$ cat config.mk
export PLATFORM = sky130hd
export DESIGN_NAME = iva_vector
export DESIGN_NICKNAME = d
export VERILOG_FILES = /design/src/rtl/iva_pkg.sv /design/src/rtl/iva_prio.sv /design/src/rtl/iva_vector.sv
export SDC_FILE = /design/constraint.sdc
export NUM_CORES = 1
export LEC_CHECK = 0
export BUFFER_PORTS_ARGS = -buffer_cell sky130_fd_sc_hd__buf_2
export CAP_MARGIN = 10
export CORE_MARGIN = 1.5
export CORE_UTILIZATION = 44
export CTS_CLUSTER_SIZE = 14
export DETAILED_ROUTE_END_ITERATION = 8
export GPL_ROUTABILITY_DRIVEN = 0
export PLACE_DENSITY = 0.78
export SYNTH_ARGS = -nofsm -noshare
export SYNTH_HDL_FRONTEND = slang
export SYNTH_SLANG_ARGS = --single-unit
$ cat constraint.sdc
create_clock -name clk -period 2.1 [get_ports clk]
set_clock_uncertainty 0.1 [all_clocks]
set_input_delay 0.315 -clock clk [delete_from_list [all_inputs] [get_ports clk]]
set_output_delay 0.315 -clock clk [all_outputs]
set_load 0.01 [all_outputs]
$ cat src/rtl/iva_pkg.sv
// Package of vector addresses, source order and shared types for the vector block.
package iva_pkg;

    // ------------------------------------------------------------
    // Widths and source count
    // ------------------------------------------------------------
    localparam int ADDR_W   = 13;
    localparam int NUM_SRC  = 20;
    localparam int IDX_W    = 5;

    // ------------------------------------------------------------
    // Vector addresses (program words)
    // ------------------------------------------------------------
    localparam logic [ADDR_W-1:0] RESET_VEC        = 13'h0000;
    localparam logic [ADDR_W-1:0] IRQ_BASE         = 13'h0002;
    localparam logic [ADDR_W-1:0] BOOT_RESET_ADDR  = 13'h1c00;
    localparam logic [ADDR_W-1:0] VEC_STEP         = 13'h0002;
    localparam logic [ADDR_W-1:0] IDLE_VEC         = 13'h0000;

    // Table offsets of each source, in vector-number order (index 0 = vector 2).
    localparam logic [ADDR_W-1:0] SRC_VEC [NUM_SRC] = '{
        13'h0002, 13'h0004, 13'h0006, 13'h0008, 13'h000a,
        13'h000c, 13'h000e, 13'h0010, 13'h0012, 13'h0014,
        13'h0016, 13'h0018, 13'h001a, 13'h001c, 13'h001e,
        13'h0020, 13'h0022, 13'h0024, 13'h0026, 13'h0028
    };

    // ------------------------------------------------------------
    // Fuse decode and reset values
    // ------------------------------------------------------------
    localparam logic FUSE_UNPROGRAMMED = 1'b1;
    localparam logic FUSE_PROGRAMMED   = 1'b0;
    localparam logic [IDX_W-1:0] IDX_RST = 5'h00;

    // ------------------------------------------------------------
    // Source request bundle
    // ------------------------------------------------------------
    typedef struct packed {
        logic program_store_ready;
        logic counter0_compare;
        logic ext_request_2;
        logic two_wire_event;
        logic analog_comparator_event;
        logic eeprom_ready;
        logic adc_complete;
        logic transmit_complete;
        logic tx_data_empty;
        logic receive_complete;
        logic serial_transfer_done;
        logic counter0_overflow;
        logic counter1_overflow;
        logic counter1_compare_b;
        logic counter1_compare_a;
        logic counter1_capture;
        logic counter2_overflow;
        logic counter2_compare;
        logic ext_request_1;
        logic ext_request_0;
    } iva_req_type;

    typedef struct packed {
        logic              valid;
        logic [IDX_W-1:0]  idx;
    } iva_pick_type;

endpackage

$ cat src/rtl/iva_prio.sv
// Fixed-priority picker: lowest set request index wins.
`timescale 1ns/10ps
module iva_prio #(
    parameter int N = 20,
    parameter int W = 5
) (
    input  wire logic [N-1:0]  req,
    output iva_pkg::iva_pick_type pick
);

    always_comb begin
        pick = '0;
        for (int i = N - 1; i >= 0; i--) begin
            if (req[i]) begin
                pick.valid = 1'b1;
                pick.idx   = W'(i);
            end
        end
    end

endmodule

$ cat src/rtl/iva_vector.sv
// Reset and interrupt vector address generator for the processor core.
// What this block does
// With the fuse unprogrammed, reset starts at word zero.
// External requests vector to 002, 004, 024.
// Timer events vector to their fixed words.
// Serial events vector to their fixed words.
// ADC, EEPROM, comparator, store-ready fixed vectors.
// Programmed boot fuse starts at boot address.
// Vector select adds boot section start.
// Vector base independent of reset target.
// Fuse one unprogrammed, zero programmed.
// Boot section start is word 1C00.
// Lowest pending vector number served first.
`timescale 1ns/10ps
module iva_vector #(
    parameter logic [iva_pkg::ADDR_W-1:0] BOOT_ADDR = iva_pkg::BOOT_RESET_ADDR
) (
    input  wire logic                         clk,
    input  wire logic                         nrst,
    input  wire logic                         boot_reset_fuse,
    input  wire logic                         vector_select_boot,
    input  wire iva_pkg::iva_req_type         irq_req,
    input  wire logic                         irq_ack,
    output logic                              reset_fetch,
    output logic [iva_pkg::ADDR_W-1:0]        reset_addr,
    output logic                              irq_pending,
    output logic [iva_pkg::ADDR_W-1:0]        irq_addr,
    output logic [iva_pkg::IDX_W-1:0]         irq_index,
    output logic                              irq_taken
);

    // ------------------------------------------------------------
    // State
    // ------------------------------------------------------------
    typedef struct packed {
        logic                        fuse_sync0;
        logic                        fuse_sync1;
        logic                        fuse_seen;
        logic                        rst_fetch;
        logic [iva_pkg::ADDR_W-1:0]  rst_addr;
        logic                        pend;
        logic [iva_pkg::ADDR_W-1:0]  vec;
        logic [iva_pkg::IDX_W-1:0]   idx;
        logic                        taken;
    } iva_state_type;

    iva_state_type                st_r;
    iva_state_type                st_nxt;
    iva_pkg::iva_pick_type        pick;
    logic [iva_pkg::NUM_SRC-1:0]  req_vec;
    logic                         fuse_prog;
    logic [iva_pkg::ADDR_W-1:0]   boot_target;
    logic                         idx_ok;
    logic [iva_pkg::ADDR_W-1:0]   tbl_addr;
    logic [iva_pkg::ADDR_W-1:0]   vec_base;
    logic [iva_pkg::ADDR_W-1:0]   vec_sum;

    // ------------------------------------------------------------
    // Request map
    // ------------------------------------------------------------
    // Bit k of the picker input is the source at vector number k plus two, so the
    // field order of the request bundle never decides the priority.
    // External requests and timers.
    assign req_vec[0]  = irq_req.ext_request_0;
    assign req_vec[1]  = irq_req.ext_request_1;
    assign req_vec[2]  = irq_req.counter2_compare;
    assign req_vec[3]  = irq_req.counter2_overflow;
    assign req_vec[4]  = irq_req.counter1_capture;
    assign req_vec[5]  = irq_req.counter1_compare_a;
    assign req_vec[6]  = irq_req.counter1_compare_b;
    assign req_vec[7]  = irq_req.counter1_overflow;
    assign req_vec[8]  = irq_req.counter0_overflow;

    // Serial units.
    assign req_vec[9]  = irq_req.serial_transfer_done;
    assign req_vec[10] = irq_req.receive_complete;
    assign req_vec[11] = irq_req.tx_data_empty;
    assign req_vec[12] = irq_req.transmit_complete;

    // Converter, memory, comparator and the late table entries.
    assign req_vec[13] = irq_req.adc_complete;
    assign req_vec[14] = irq_req.eeprom_ready;
    assign req_vec[15] = irq_req.analog_comparator_event;
    assign req_vec[16] = irq_req.two_wire_event;
    assign req_vec[17] = irq_req.ext_request_2;
    assign req_vec[18] = irq_req.counter0_compare;
    assign req_vec[19] = irq_req.program_store_ready;

    // ------------------------------------------------------------
    // Reset target
    // ------------------------------------------------------------
    // The strap is read from the second synchroniser stage only.
    assign fuse_prog   = (st_r.fuse_sync1 == iva_pkg::FUSE_PROGRAMMED);
    assign boot_target = fuse_prog ? BOOT_ADDR : iva_pkg::RESET_VEC;

    // ------------------------------------------------------------
    // Vector address
    // ------------------------------------------------------------
    // The base moves with the select bit alone; the fuse never enters here.
    assign idx_ok   = (32'(pick.idx) < 32'(iva_pkg::NUM_SRC));
    assign tbl_addr = idx_ok ? iva_pkg::SRC_VEC[pick.idx] : iva_pkg::IDLE_VEC;
    assign vec_base = vector_select_boot ? BOOT_ADDR : '0;
    assign vec_sum  = tbl_addr + vec_base;

    // ------------------------------------------------------------
    // Picker
    // ------------------------------------------------------------
    iva_prio #(
        .N (iva_pkg::NUM_SRC),
        .W (iva_pkg::IDX_W)
    ) u_prio (
        .req  (req_vec),
        .pick (pick)
    );

    // ------------------------------------------------------------
    // Next state
    // ------------------------------------------------------------
    always_comb begin
        st_nxt = st_r;

        // The strap passes two stages before anything reads it.
        st_nxt.fuse_sync0 = boot_reset_fuse;
        st_nxt.fuse_sync1 = st_r.fuse_sync0;

        // The reset target is decided once, on the first edge after release.
        st_nxt.fuse_seen = 1'b1;
        st_nxt.rst_fetch = 1'b0;
        if (!st_r.fuse_seen) begin
            st_nxt.rst_fetch = 1'b1;
            st_nxt.rst_addr  = boot_target;
        end

        // The offered vector is rebuilt every cycle from the live requests.
        st_nxt.pend = pick.valid;
        if (pick.valid) begin
            st_nxt.idx = pick.idx;
            st_nxt.vec = vec_sum;
        end else begin
            st_nxt.vec = iva_pkg::IDLE_VEC;
            st_nxt.idx = iva_pkg::IDX_RST;
        end

        // One pulse for each cycle in which the core takes the offer.
        st_nxt.taken = st_r.pend && irq_ack;
    end

    // ------------------------------------------------------------
    // Registers
    // ------------------------------------------------------------
    always_ff @(posedge clk) begin
        if (!nrst) begin
            // The strap stages keep running so that the fuse has settled at release.
            st_r.fuse_sync0 <= st_nxt.fuse_sync0;
            st_r.fuse_sync1 <= st_nxt.fuse_sync1;
            st_r.fuse_seen  <= 1'b0;
            st_r.rst_fetch  <= 1'b0;
            st_r.rst_addr   <= iva_pkg::RESET_VEC;
            st_r.pend       <= 1'b0;
            st_r.vec        <= iva_pkg::IDLE_VEC;
            st_r.idx        <= iva_pkg::IDX_RST;
            st_r.taken      <= 1'b0;
        end else begin
            st_r <= st_nxt;
        end
    end

    // ------------------------------------------------------------
    // Outputs
    // ------------------------------------------------------------
    assign reset_fetch = st_r.rst_fetch;
    assign reset_addr  = st_r.rst_addr;
    assign irq_pending = st_r.pend;
    assign irq_addr    = st_r.vec;
    assign irq_index   = st_r.idx;
    assign irq_taken   = st_r.taken;

endmodule

# After elaboration in Yosys (flattened, before gate mapping)
# Memories as Yosys holds them, arrays and structs flattened.
# Index checks and enable logic that the tools add are counted.
[classes]
n_addsub = 1
muxes = 28
n_reduce_logical = 2
bitwise = 1
order_cmp = 2
[op_table]
columns = ["operator", "count"]
rows = [
  ["6-bit 2-to-1 mux", 20],
  ["13-bit 2-to-1 mux", 5],
  ["35-bit 2-to-1 mux", 1],
  ["18-bit 2-to-1 mux", 1],
  ["14-bit 2-to-1 mux", 1],
  ["13-bit adder", 1],
  ["6-bit greater-or-equal comparator, second input constant", 1],
  ["5-bit inverter with 6-bit output", 1],
  ["5-bit less-than comparator, second input constant", 1],
  ["2-bit AND reduction", 1],
  ["1-bit logical AND", 1],
]
[totals]
in_bits = 25
mem_count = 1
out_inout_bits = 34
mem_bits_ro = 416
ff_bits = 37
word_cells = 44
[memory_table]
columns = ["name", "words", "width", "rd", "rd_ports_with_merged_regs", "wr", "line_no", "rtl"]
rows = [
  ["(name not given)", 32, 13, 1, 0, 0, "iva_vector.sv:101", "assign tbl_addr = idx_ok ? iva_pkg::SRC_VEC[pick.idx] : iva_pkg::IDLE_VEC;"],
]

# Logic depth before layout (Yosys ltp)
# Gate-level depths: netlist of run 1.
[depth]
ltp_word = 28
ltp_mapped = 7
ltp_nobuf = 7

# Cells and area by module
# A second synthesis of run 1 with hierarchy kept.
[unflattened]
cells_unflattened = 120
area_unflattened_um2 = 1019.7
[modules_own_cells]
columns = ["mod", "seq_area_each_um2", "area_per_inst_um2", "cells_each", "n_inst"]
rows = [
  ["iva_vector", 360.3, 784.5, 81, 1],
  ["iva_prio", 0.0, 235.2, 39, 1],
]

# Worst setup path after synthesis of run 1
# Ideal clock, no wire load.
[synth_path]
path_type = "in2reg"
start = "in irq_req[18] (netlist name)"
end = "reg st_r, in the netlist irq_addr[3]"
stages = 7
path_buffers = 0
required_ns = 1.912
arrival_ns = 1.552
slack_ns = 0.360
setup_ns = 0.088
path_cell_list = "nand2b_1 a221oi_1 o211ai_1 a21oi_1 ha_1 a21oi_2 a311oi_2"
[synth_rtl]
columns = ["item", "line_no", "rtl"]
rows = [
  ["from (decl)", "iva_vector.sv:22", "input wire iva_pkg::iva_req_type irq_req,"],
  ["to (signal assigned)", "iva_vector.sv:164", "st_r <= st_nxt;"],
  ["to (decl)", "iva_vector.sv:47", "iva_state_type st_r;"],
]

==> impl_results.md, run 1 <==
- Status: complete, no violations
- Post-synthesis register bit count: 18
- Remaining DRCs: 0
- Min Clock Period, post-route: 1.70 ns
- Area delta synth->final: 12.7%
- Mapped Cells: 118
- Die Width: 52.4 um
- Worst Hold Class: input pin to flop
- Main synth FF type: dfxtp_1
- Worst endpoint required time: 2.23 ns
- DR iter-0 viols: 8
- Core ar.: 2250 um^2
- Final net count: 180
- CTS resizes: 0
- WL/cell: 10.4 um
- Top-count cell post-synth: buf_4
- Endpoint class of the critical path: flop
- Top post-synthesis cells by area: dfxtp_1, buf_4, nor4_4
- DR vias: 863
- Area of the die: 2750 um^2
- Kind of critical path: input pin to flop
- Largest area contributor in the netlist: dfxtp_1
- Yosys cell types: 35
- Via-to-Cell Ratio: 4.79
- CTS tree: built
- DRT Pass-1 Iters: 4
- Io pins: 59
- I/O Buffers: 43
- Clk Latency, worst-skew pair: 0.28 ns
- Max-slew violations: 0
- Crit path DAT: 1.82 ns
- Final cell count without fillers: 180
- CP max FO: 4
- ANT nets after route: 0
- Worst-margin pin slew: 0.498 ns
- Clock transition at path regs: 0.09 ns
- Tcrit/Tclk final: 0.808
- Share of layout cells above drive strength 1: 0.395
- Dpl ws: 0.0912 ns
- Leakage: 0.588 nW
- Count of warnings emitted by yosys: 0
- Hold-fix buffers, CTS: 0
- EDFF count, synth: 0
- CTS buffer count: 3
- Pwr per Cell Area: 571 nW/um^2
- Max Cap Viol: 0
- Row cnt: 17
- Cell area after synthesis: 1070 um^2
- Max Buffers Root-to-Sink: 2
- First-pass GRT wire length: 2.99 mm
- Starting Density: 0.477
- Total track usage: 0.144
- ANT cells: 0
- Syn_area_per_cell: 9.11 um^2
- Setup TNS: 0 ns
- Pin count of the biggest net entering global routing: 11
- Setup Buffers After CTS: 0
- Final wirelength: 1.87 mm
- Grt ovf: 0
- Crit start category: input pin
- Register area share after synthesis: 0.335
- Hpwl dp: 1.64 mm
- Asr flop ratio synth: 0
- Placed cell count: 176
- Unrepaired setup endpoints after global routing: false
- Synth cell count leaders: buf_4, dfxtp_1, nor2_1
- Die span in y: 52.4 um
- Htree depth: 1
- Setup slack after layout: 0.402 ns
- Peak VDD IR: 0.337 mV
- Setup Viol. Count Final: 0
- Clock Sinks: 18
- Relative slew slack: 0.663
- Vias in the first global route: 758
- Yosys top cell area share: 0.335
- Reg-to-reg slack, setup: 1.31 ns
- Fmax: 589 MHz
- Fin. Hold Viols: 0
- Clock root buffer: clkbuf_4
- Initial antenna violation count: 0
[power breakdown]
| part | internal [mW] | switching [mW] | total, mW |
|---|---|---|---|
| clock | 0.106 | 0.0962 | 0.202 |
| combinational | 0.0504 | 0.0799 | 0.130 |
| sequential | 0.355 | 0.00397 | 0.359 |
| total | 0.511 | 0.180 | 0.691 |
[through the flow]
| stage | hold WS, ns | instance area [um^2] | util | power [mW] |
|---|---|---|---|---|
| after global placement | 0.214 | 1170 | 0.521 | 0.493 |
| after global routing | 0.0144 | 1210 | 0.537 | 0.732 |
| after detailed placement | 0.219 | 1170 | 0.521 | 0.497 |
| after CTS | 0.0257 | 1210 | 0.537 | 0.698 |
| after floorplan | 0.210 | 1130 | - | 0.466 |
| final | 0.0316 | 1210 | 0.537 | 0.691 |
[state kept, by name (all words and copies together) (netlist names)]
| register | count |
|---|---|
| irq_pending | 1 |
| st_nxt | 1 |
| st_r | 2 |
| reset_fetch | 1 |
| irq_addr | 6 |
| reset_addr | 1 |
| irq_taken | 1 |
| irq_index | 5 |
[final timing paths]
check / depth (start not counted) / to / startpoint
worst max-delay path: 8 / irq_addr[4]$_SDFF_PN0_ / irq_req[15]
worst min-delay path: 1 / st_nxt[35]$_DFF_P_ / boot_reset_fuse
worst max register to register: 3 / reset_addr[11]$_SDFFE_PN0N_ / reset_addr[11]$_SDFFE_PN0N_
worst min register to register: 0 / st_r[35]$_DFF_P_ / st_nxt[35]$_DFF_P_
[logic make-up (layout without fill, tap and decap cells)]
| logic type | Yosys count | count (layout) | share of synthesized area |
|---|---|---|---|
| AND/OR/NAND/NOR | 34 | 34 | 0.211 |
| buffers and inverters | 37 | 57 | 0.237 |
| other | 1 | 15 | 0.00349 |
| flip-flops | 18 | 18 | 0.335 |
| adder cells (fa/ha/maj) | 2 | 2 | 0.0233 |
| AO/OA/AOI/OAI | 26 | 26 | 0.190 |
[cell type report]
type / instances / area (um^2)
flip-flops and latches: 18 / 360
clock buffers: 4 / 36.3
inverters: 6 / 22.5
multi-input cells: 77 / 512
fillers: 228 / 1040
well taps: 28 / 35.0
repair buffers: 47 / 245
[cell usage in the layout, fill, tap and decap left out, types with 2 or more instances in the layout]
master,n
nand2_1,4
o211ai_1,2
nand3_1,2
nor4_1,2
o31ai_1,2
buf_2,43
nor2_1,12
conb_1,15
ha_1,2
a21oi_1,6
buf_4,4
dfxtp_1,18
o2111a_1,2
inv_1,6
nand4_1,2
clkbuf_4,3
o21ai_0,2
a211oi_1,3
nor4_4,3
[worst max-delay path, stage by stage]
cell	delay (ns)
buf_2	0.13
nor4_1	0.27
o31ai_1	0.11
o311ai_0	0.16
a21oi_1	0.18
ha_1	0.27
o211ai_1	0.18
o2111a_1	0.20
[layer usage]
layer | routed length (um) | vias up | part of all wire | GRT usage
met5 | 0 | - | 0 | 0
met4 | 17 | 0 | 0.0091 | 0.0385
met3 | 157 | 2 | 0.084 | 0.0286
met2 | 901 | 46 | 0.48 | 0.263
met1 | 797 | 376 | 0.43 | 0.170
li1 | - | 439 | - | -
(Power assumes the default switching activity.)
==> run 2: changes to the inputs <==
--- a/config.mk
+++ b/config.mk
@@ -8,11 +8,11 @@
 export BUFFER_PORTS_ARGS = -buffer_cell sky130_fd_sc_hd__buf_2
 export CAP_MARGIN = 10
 export CORE_MARGIN = 1.5
-export CORE_UTILIZATION = 44
+export CORE_UTILIZATION = 39
 export CTS_CLUSTER_SIZE = 14
 export DETAILED_ROUTE_END_ITERATION = 8
 export GPL_ROUTABILITY_DRIVEN = 0
-export PLACE_DENSITY = 0.78
+export PLACE_DENSITY = 0.73
 export SYNTH_ARGS = -nofsm -noshare
 export SYNTH_HDL_FRONTEND = slang
 export SYNTH_SLANG_ARGS = --single-unit
==> constraint.sdc (replaced) <==
create_clock -name clk -period 1.4 [get_ports clk]
set_clock_uncertainty 0.1 [all_clocks]
set_input_delay 0.21 -clock clk [delete_from_list [all_inputs] [get_ports clk]]
set_output_delay 0.21 -clock clk [all_outputs]
set_load 0.01 [all_outputs]
==> run 2 against run 1 <==
The run now ends with negative setup slack left. Highest routed layer unchanged. Sequential power grew 50%. Clock-buffer cell count shrank 1. Cell area grew 19%. Critical endpoint unchanged.
==> impl_results.md, run 2 (synthesis results as in run 1) <==
- Max-slew violations: 0 (unchanged)
- Area delta synth->final: 34.6%
- Status: finished, violations left
- Core ar.: 2540 um^2 (+13%)
- Seq pwr share: 0.522 (+0.002)
- CP max FO: 2 (-2)
- Psw: 0.276 mW (+53%)
- Max Buffers Root-to-Sink: 2 (unchanged)
- Pin count of the biggest net entering global routing: 10 (-1)
- DRT Pass-1 Iters: 4 (unchanged)
- Placement Cell Area: 1330 um^2 (+13%)
- Final net count: 203 (+13%)
- Most frequent cells in the layout: buf_2, buf_4, dfxtp_1
- DR iter-0 viols: 15 (+7)
- CTS tree: built
- Clk Latency, worst-skew pair: 0.27 ns (about the same)
- First-pass GRT wire length: 3.62 mm (+21%)
- Setup Viol. Count Final: 2 (+2)
- Share of layout cells above drive strength 1: 0.511 (+0.117)
- Clock transition at path regs: 0.09 ns (about the same)
- Htree depth: 1 (unchanged)
- Critical path's most frequent cell: o211ai_1
- Switching share of power: 0.267 (+0.00643)
- Io pins: 59 (unchanged)
- Design area: 1450 um^2 (+19%)
- Internal: 0.757 mW (+48%)
- Die span in y: 55.5 um (+5.9%)
- Slowest stage delay, CP: 0.38 ns (+0.11 ns)
- Total Power: 1.03 mW (+49%)
- Area of the die: 3080 um^2 (+12%)
- Logic pwr share: 0.256 (+0.067)
- Fmax: 664 MHz
- Unrepaired setup endpoints after global routing: true
- Most used routing layer in global routing: met2
- Endpoint class of the critical path: flop
- End-of-flow core utilization: 0.568 (+0.0312)
- Max reg flops: 6 (unchanged)
- Via-to-Cell Ratio: 4.68 (-2.5%)
- Hpwl dp: 1.81 mm (+11%)
- Met2 Track Usage GR: 0.264 (+0.00111)
- Worst endpoint required time: 1.52 ns (-0.71 ns)
- I/O Buffers: 43 (unchanged)
- Min Clock Period, post-route: 1.51 ns
- ANT nets after route: 0 (unchanged)
- Commonest non-fill, non-tap cell in the layout: buf_2
- Vias in the first global route: 885 (+17%)
- Total track usage: 0.143 (-0.00188)
- ANT cells: 0 (unchanged)
- Hold path depth: 1 (unchanged)
- DR vias: 954 (+11%)
- Setup TNS: -0.192 ns (-0.192 ns)
- CTS buffer count: 3 (unchanged)
- Starting Density: 0.422 (-0.0544)
- Final wirelength: 2.20 mm (+18%)
- Die Width: 55.5 um (+5.9%)
- Crit path DAT: 1.63 ns (-0.19 ns)
- Remaining DRCs: 0 (unchanged)
- Hold WS: 0.0257 ns (-0.00592 ns)
- Global routing usage on met1: 0.166 (-0.00399)
- Violated checks: negative setup slack
- Final cell count without fillers: 204 (+13%)
- Peak VDD IR: 0.453 mV (+34%)
- Grt ovf: 0 (unchanged)
- Worst R2R Path Depth: 3 (unchanged)
- Max Cap Viol: 0 (unchanged)
- Met3 Use GR: 0.0234 (-0.00515)
- Setup slack after layout: -0.107 ns (-0.509 ns)
- WL/cell: 10.8 um (+3.7%)
- Clock root buffer: clkbuf_4
- Row cnt: 18 (+1)
- Critical-path cell list: buf_6 > or3_4 > o211ai_1 > a21oi_2 > ha_2 > o211ai_1 > o2111a_1
- Leakage: 0.707 nW (+20%)
- Placed cell count: 196 (+11%)
- Dpl ws: -0.435 ns (-0.526 ns)
- Initial antenna violation count: 0 (unchanged)
- Share of total power in the clock network: 0.222 (-0.070)
- Crit start category: input pin
- Kind of critical path: input pin to flop
- Critical-path top delay cell: or3_4
- Pwr per Cell Area: 714 nW/um^2 (+25%)
- Tcrit/Tclk final: 1.08
- Fin. Hold Viols: 0 (unchanged)
- Worst Hold Class: input pin to flop
- Clock Sinks: 18 (unchanged)
==> run 2: cell types whose count changed in the layout (fill, tap and decap cells not counted), moves of 2 or more <==
cell / delta
ha_2: +2
buf_2: -4
buf_4: +23
ha_1: -2
buf_6: +3
==> run 2: power by group through the flow <==
stage | Clock (mW) | Combinational (mW) | Sequential (mW)
floorplan | 0 | 0.150 | 0.553
detailed placement | 0 | 0.238 | 0.551
global route | 0.272 | 0.288 | 0.542
finish | 0.229 | 0.264 | 0.539
CTS | 0.245 | 0.255 | 0.539
global placement | 0 | 0.232 | 0.551
==> run 2: layout make-up <==
class / count / area, um^2
Sequential cell: 18 / 360
Inverter: 6 / 22.5
Clock buffer: 3 / 22.5
Fill cell: 245 / 1100
Multi-Input combinational cell: 77 / 562
Timing Repair Buffer: 70 / 442
Tap cell: 30 / 37.5
==> run 2: timing repair <==
item | CTS | global route
endpoints found under the setup margin | 4 | 6
hold buffers | 1 | 0
setup buffers | 2 | 2
cloned | 0 | 0
pin swaps | 8 | 9
gates resized for setup | 8 | 3
hold endpoints to repair | 1 | 0
==> run 2: final timing paths <==
path | startpoint | to | slack (ns)
setup / recovery | irq_req[9] | irq_addr[4]$_SDFF_PN0_ | -0.11
hold reg to reg | st_nxt[35]$_DFF_P_ | st_r[35]$_DFF_P_ | 0.24
hold / removal | nrst | st_r[34]$_DFF_P_ | 0.03
setup reg to reg | reset_addr[11]$_SDFFE_PN0N_ | reset_addr[11]$_SDFFE_PN0N_ | 0.61
==> run 2: worst max-delay path, delay by kind of cell <==
family	cells	cell delay [ns]
adders and majority gates	1	0.20
buffers and inverters	1	0.09
and+or+nand+nor	1	0.38
AOI/OAI and AO/OA	4	0.73
==> run 2: routing by layer <==
layer  part of all wire  wire [um]
met3              0.064        141
met1               0.40        887
met4             0.0036          8
met5                  0          0
met2               0.53       1170
==> run 3: changes to the inputs <==
--- a/config.mk
+++ b/config.mk
@@ -5,7 +5,8 @@
 export SDC_FILE = /design/constraint.sdc
 export NUM_CORES = 1
 export LEC_CHECK = 0
-export BUFFER_PORTS_ARGS = -buffer_cell sky130_fd_sc_hd__buf_2
+export ABC_AREA = 0
+export BUFFER_PORTS_ARGS = -buffer_cell sky130_fd_sc_hd__clkbuf_2
 export CAP_MARGIN = 10
 export CORE_MARGIN = 1.5
 export CORE_UTILIZATION = 39
==> run 3 against run 2 <==
The run still ends with negative setup slack left. Via count grew 1.7%. Non-clock buffer count rose by 2. Register-to-register slack is essentially flat. Routed wire length is 3.5% lower. Critical path type unchanged.
==> impl_results.md, run 3 (synthesis results as in run 1) <==
- Max reg flops: 6 (unchanged)
- Io pins: 59 (unchanged)
- End-of-flow core utilization: 0.584 (+0.0157)
- Hold WS: 0.0192 ns (-0.00654 ns)
- Fin. Hold Viols: 0 (unchanged)
- Worst endpoint required time: 1.52 ns (about the same)
- Critical-path cell list: buf_6 > or3_4 > o211ai_1 > a21oi_2 > ha_2 > o211ai_1 > o2111a_1
- Vias in the first global route: 830 (-6.2%)
- Status: finished, violations left
- Max-slew violations: 0 (unchanged)
- Buf+Inv Stages, Crit Path: 1 (unchanged)
- Worst Hold Class: input pin to flop
- Remaining DRCs: 0 (unchanged)
- DR iter-0 viols: 3 (-12)
- Fmax: 679 MHz (+2.3%)
- Slowest stage delay, CP: 0.37 ns (about the same)
- Final net count: 205 (+0.99%)
- Clock transition at path regs: 0.09 ns (about the same)
- Initial antenna violation count: 0 (unchanged)
- Critical path's most frequent cell: o211ai_1
- Commonest non-fill, non-tap cell in the layout: clkbuf_2
- Htree depth: 1 (unchanged)
- Met2 Track Usage GR: 0.245 (-0.0187)
- DRT Pass-1 Iters: 3 (-1)
- DR vias: 970 (+1.7%)
- Clock Sinks: 18 (unchanged)
- Die span in y: 55.5 um (unchanged)
- Global routing usage on met1: 0.150 (-0.0160)
- Tcrit/Tclk final: 1.05 (-0.0238)
- Crit start category: input pin
- ANT nets after route: 0 (unchanged)
- Core ar.: 2540 um^2 (unchanged)
- Worst-margin pin slew: 0.542 ns
- Clock root buffer: clkbuf_4
- Crit path DAT: 1.60 ns (-0.03 ns)
- Most used routing layer in global routing: met2
- Kind of critical path: input pin to flop
- Violated checks: negative setup slack
- ANT cells: 0 (unchanged)
- Via-to-Cell Ratio: 4.71 (+0.69%)
- Die Width: 55.5 um (unchanged)
- Starting Density: 0.422 (unchanged)
- I/O Buffers: 43 (unchanged)
- Max Cap Viol: 0 (unchanged)
- Total track usage: 0.135 (-0.00785)
- Share of layout cells above drive strength 1: 0.540 (+0.0283)
- Grt ovf: 0 (unchanged)
- Area of the die: 3080 um^2 (unchanged)
- First-pass GRT wire length: 3.43 mm (-5.1%)
- Critical-path top delay cell: or3_4
- Most frequent cells in the layout: clkbuf_2, buf_4, dfxtp_1
- Setup slack after layout: -0.0737 ns (+0.0334 ns)
- CP max FO: 2 (unchanged)
- Peak VDD IR: 0.507 mV (+12%)
- Pwr per Cell Area: 700 nW/um^2 (-1.9%)
- Endpoint class of the critical path: flop
- Leakage: 0.713 nW (+0.79%)
- CTS buffer count: 3 (unchanged)
- Area delta synth->final: 38.3%
- Pin count of the biggest net entering global routing: 10 (unchanged)
- Final wirelength: 2.12 mm (-3.5%)
- Min Clock Period, post-route: 1.47 ns (-0.0334 ns)
- Met3 Use GR: 0.0234 (unchanged)
- Clk Latency, worst-skew pair: 0.27 ns (about the same)
- Relative slew slack: 0.635
- CTS tree: built
- WL/cell: 10.3 um (-4.5%)
- Max Buffers Root-to-Sink: 2 (unchanged)
- Crit-path leading delay family: compound AO/OA/AOI/OAI gates
- Dpl ws: -0.441 ns (-0.00649 ns)
- Row cnt: 18 (unchanged)
- Hpwl dp: 1.82 mm (+0.57%)
- Setup Viol. Count Final: 2 (unchanged)
- Unrepaired setup endpoints after global routing: true
## run 3: cell types whose count changed in the layout (fill, tap and decap cells not counted), sizes merged
cell / change
clkbuf: +41
buf: -39
## run 3: area by class of cell
cell class                 count  area (um^2)
fill                         227         1060
multi-input combinational     77          578
timing repair buffer          72          465
sequential                    18          360
tap                           30         37.5
clock buffer                   3         22.5
inverter                       6         22.5
## run 3: tightest hold or removal path: stages
cell	delay (ns)
clkbuf_2	0.08
inv_1	0.04
nor2_1	0.03
## run 3: final timing paths
check / start / to / slack, ns / cells after the start
setup / recovery: irq_req[13] / irq_addr[4]$_SDFF_PN0_ / -0.07 / 7
hold / removal: vector_select_boot / irq_addr[11]$_SDFF_PN0_ / 0.02 / 3
setup reg to reg: reset_addr[11]$_SDFFE_PN0N_ / reset_addr[11]$_SDFFE_PN0N_ / 0.61 / 3
hold reg to reg: st_nxt[35]$_DFF_P_ / st_r[35]$_DFF_P_ / 0.24 / 0
## run 3: repair_timing
item | CTS | global route
hold buffers | 1 | 0
buffers inserted | 4 | 3
setup endpoints to repair | 4 | 5
pin swaps | 6 | 8
hold endpoints to repair | 1 | 0
gates resized for setup | 8 | 7
## run 3: where the power goes
group / switching, mW / internal [mW]
Clock: 0.128 / 0.0996
Sequential: 0.00719 / 0.533
Combinational: 0.142 / 0.132
## run 3: metrics by stage
stage                     area, um^2  cells  total power, mW  setup TNS [ns]
after floorplan                 1150    132            0.703          -0.503
after global placement          1330    196            0.782           -2.42
after detailed placement        1330    196            0.789           -2.56
after CTS                       1440    204             1.05          -0.145
after global routing            1490    206             1.11          -0.359
final                           1490    206             1.04          -0.112
## run 3: routing by layer
layer / routed length [um] / part of all wire / vias to the layer above
met2: 1110 / 0.52 / 42
met5: 0 / 0 / -
met3: 148 / 0.070 / 6
met4: 33 / 0.016 / 0
met1: 831 / 0.39 / 432
li1: - / - / 490
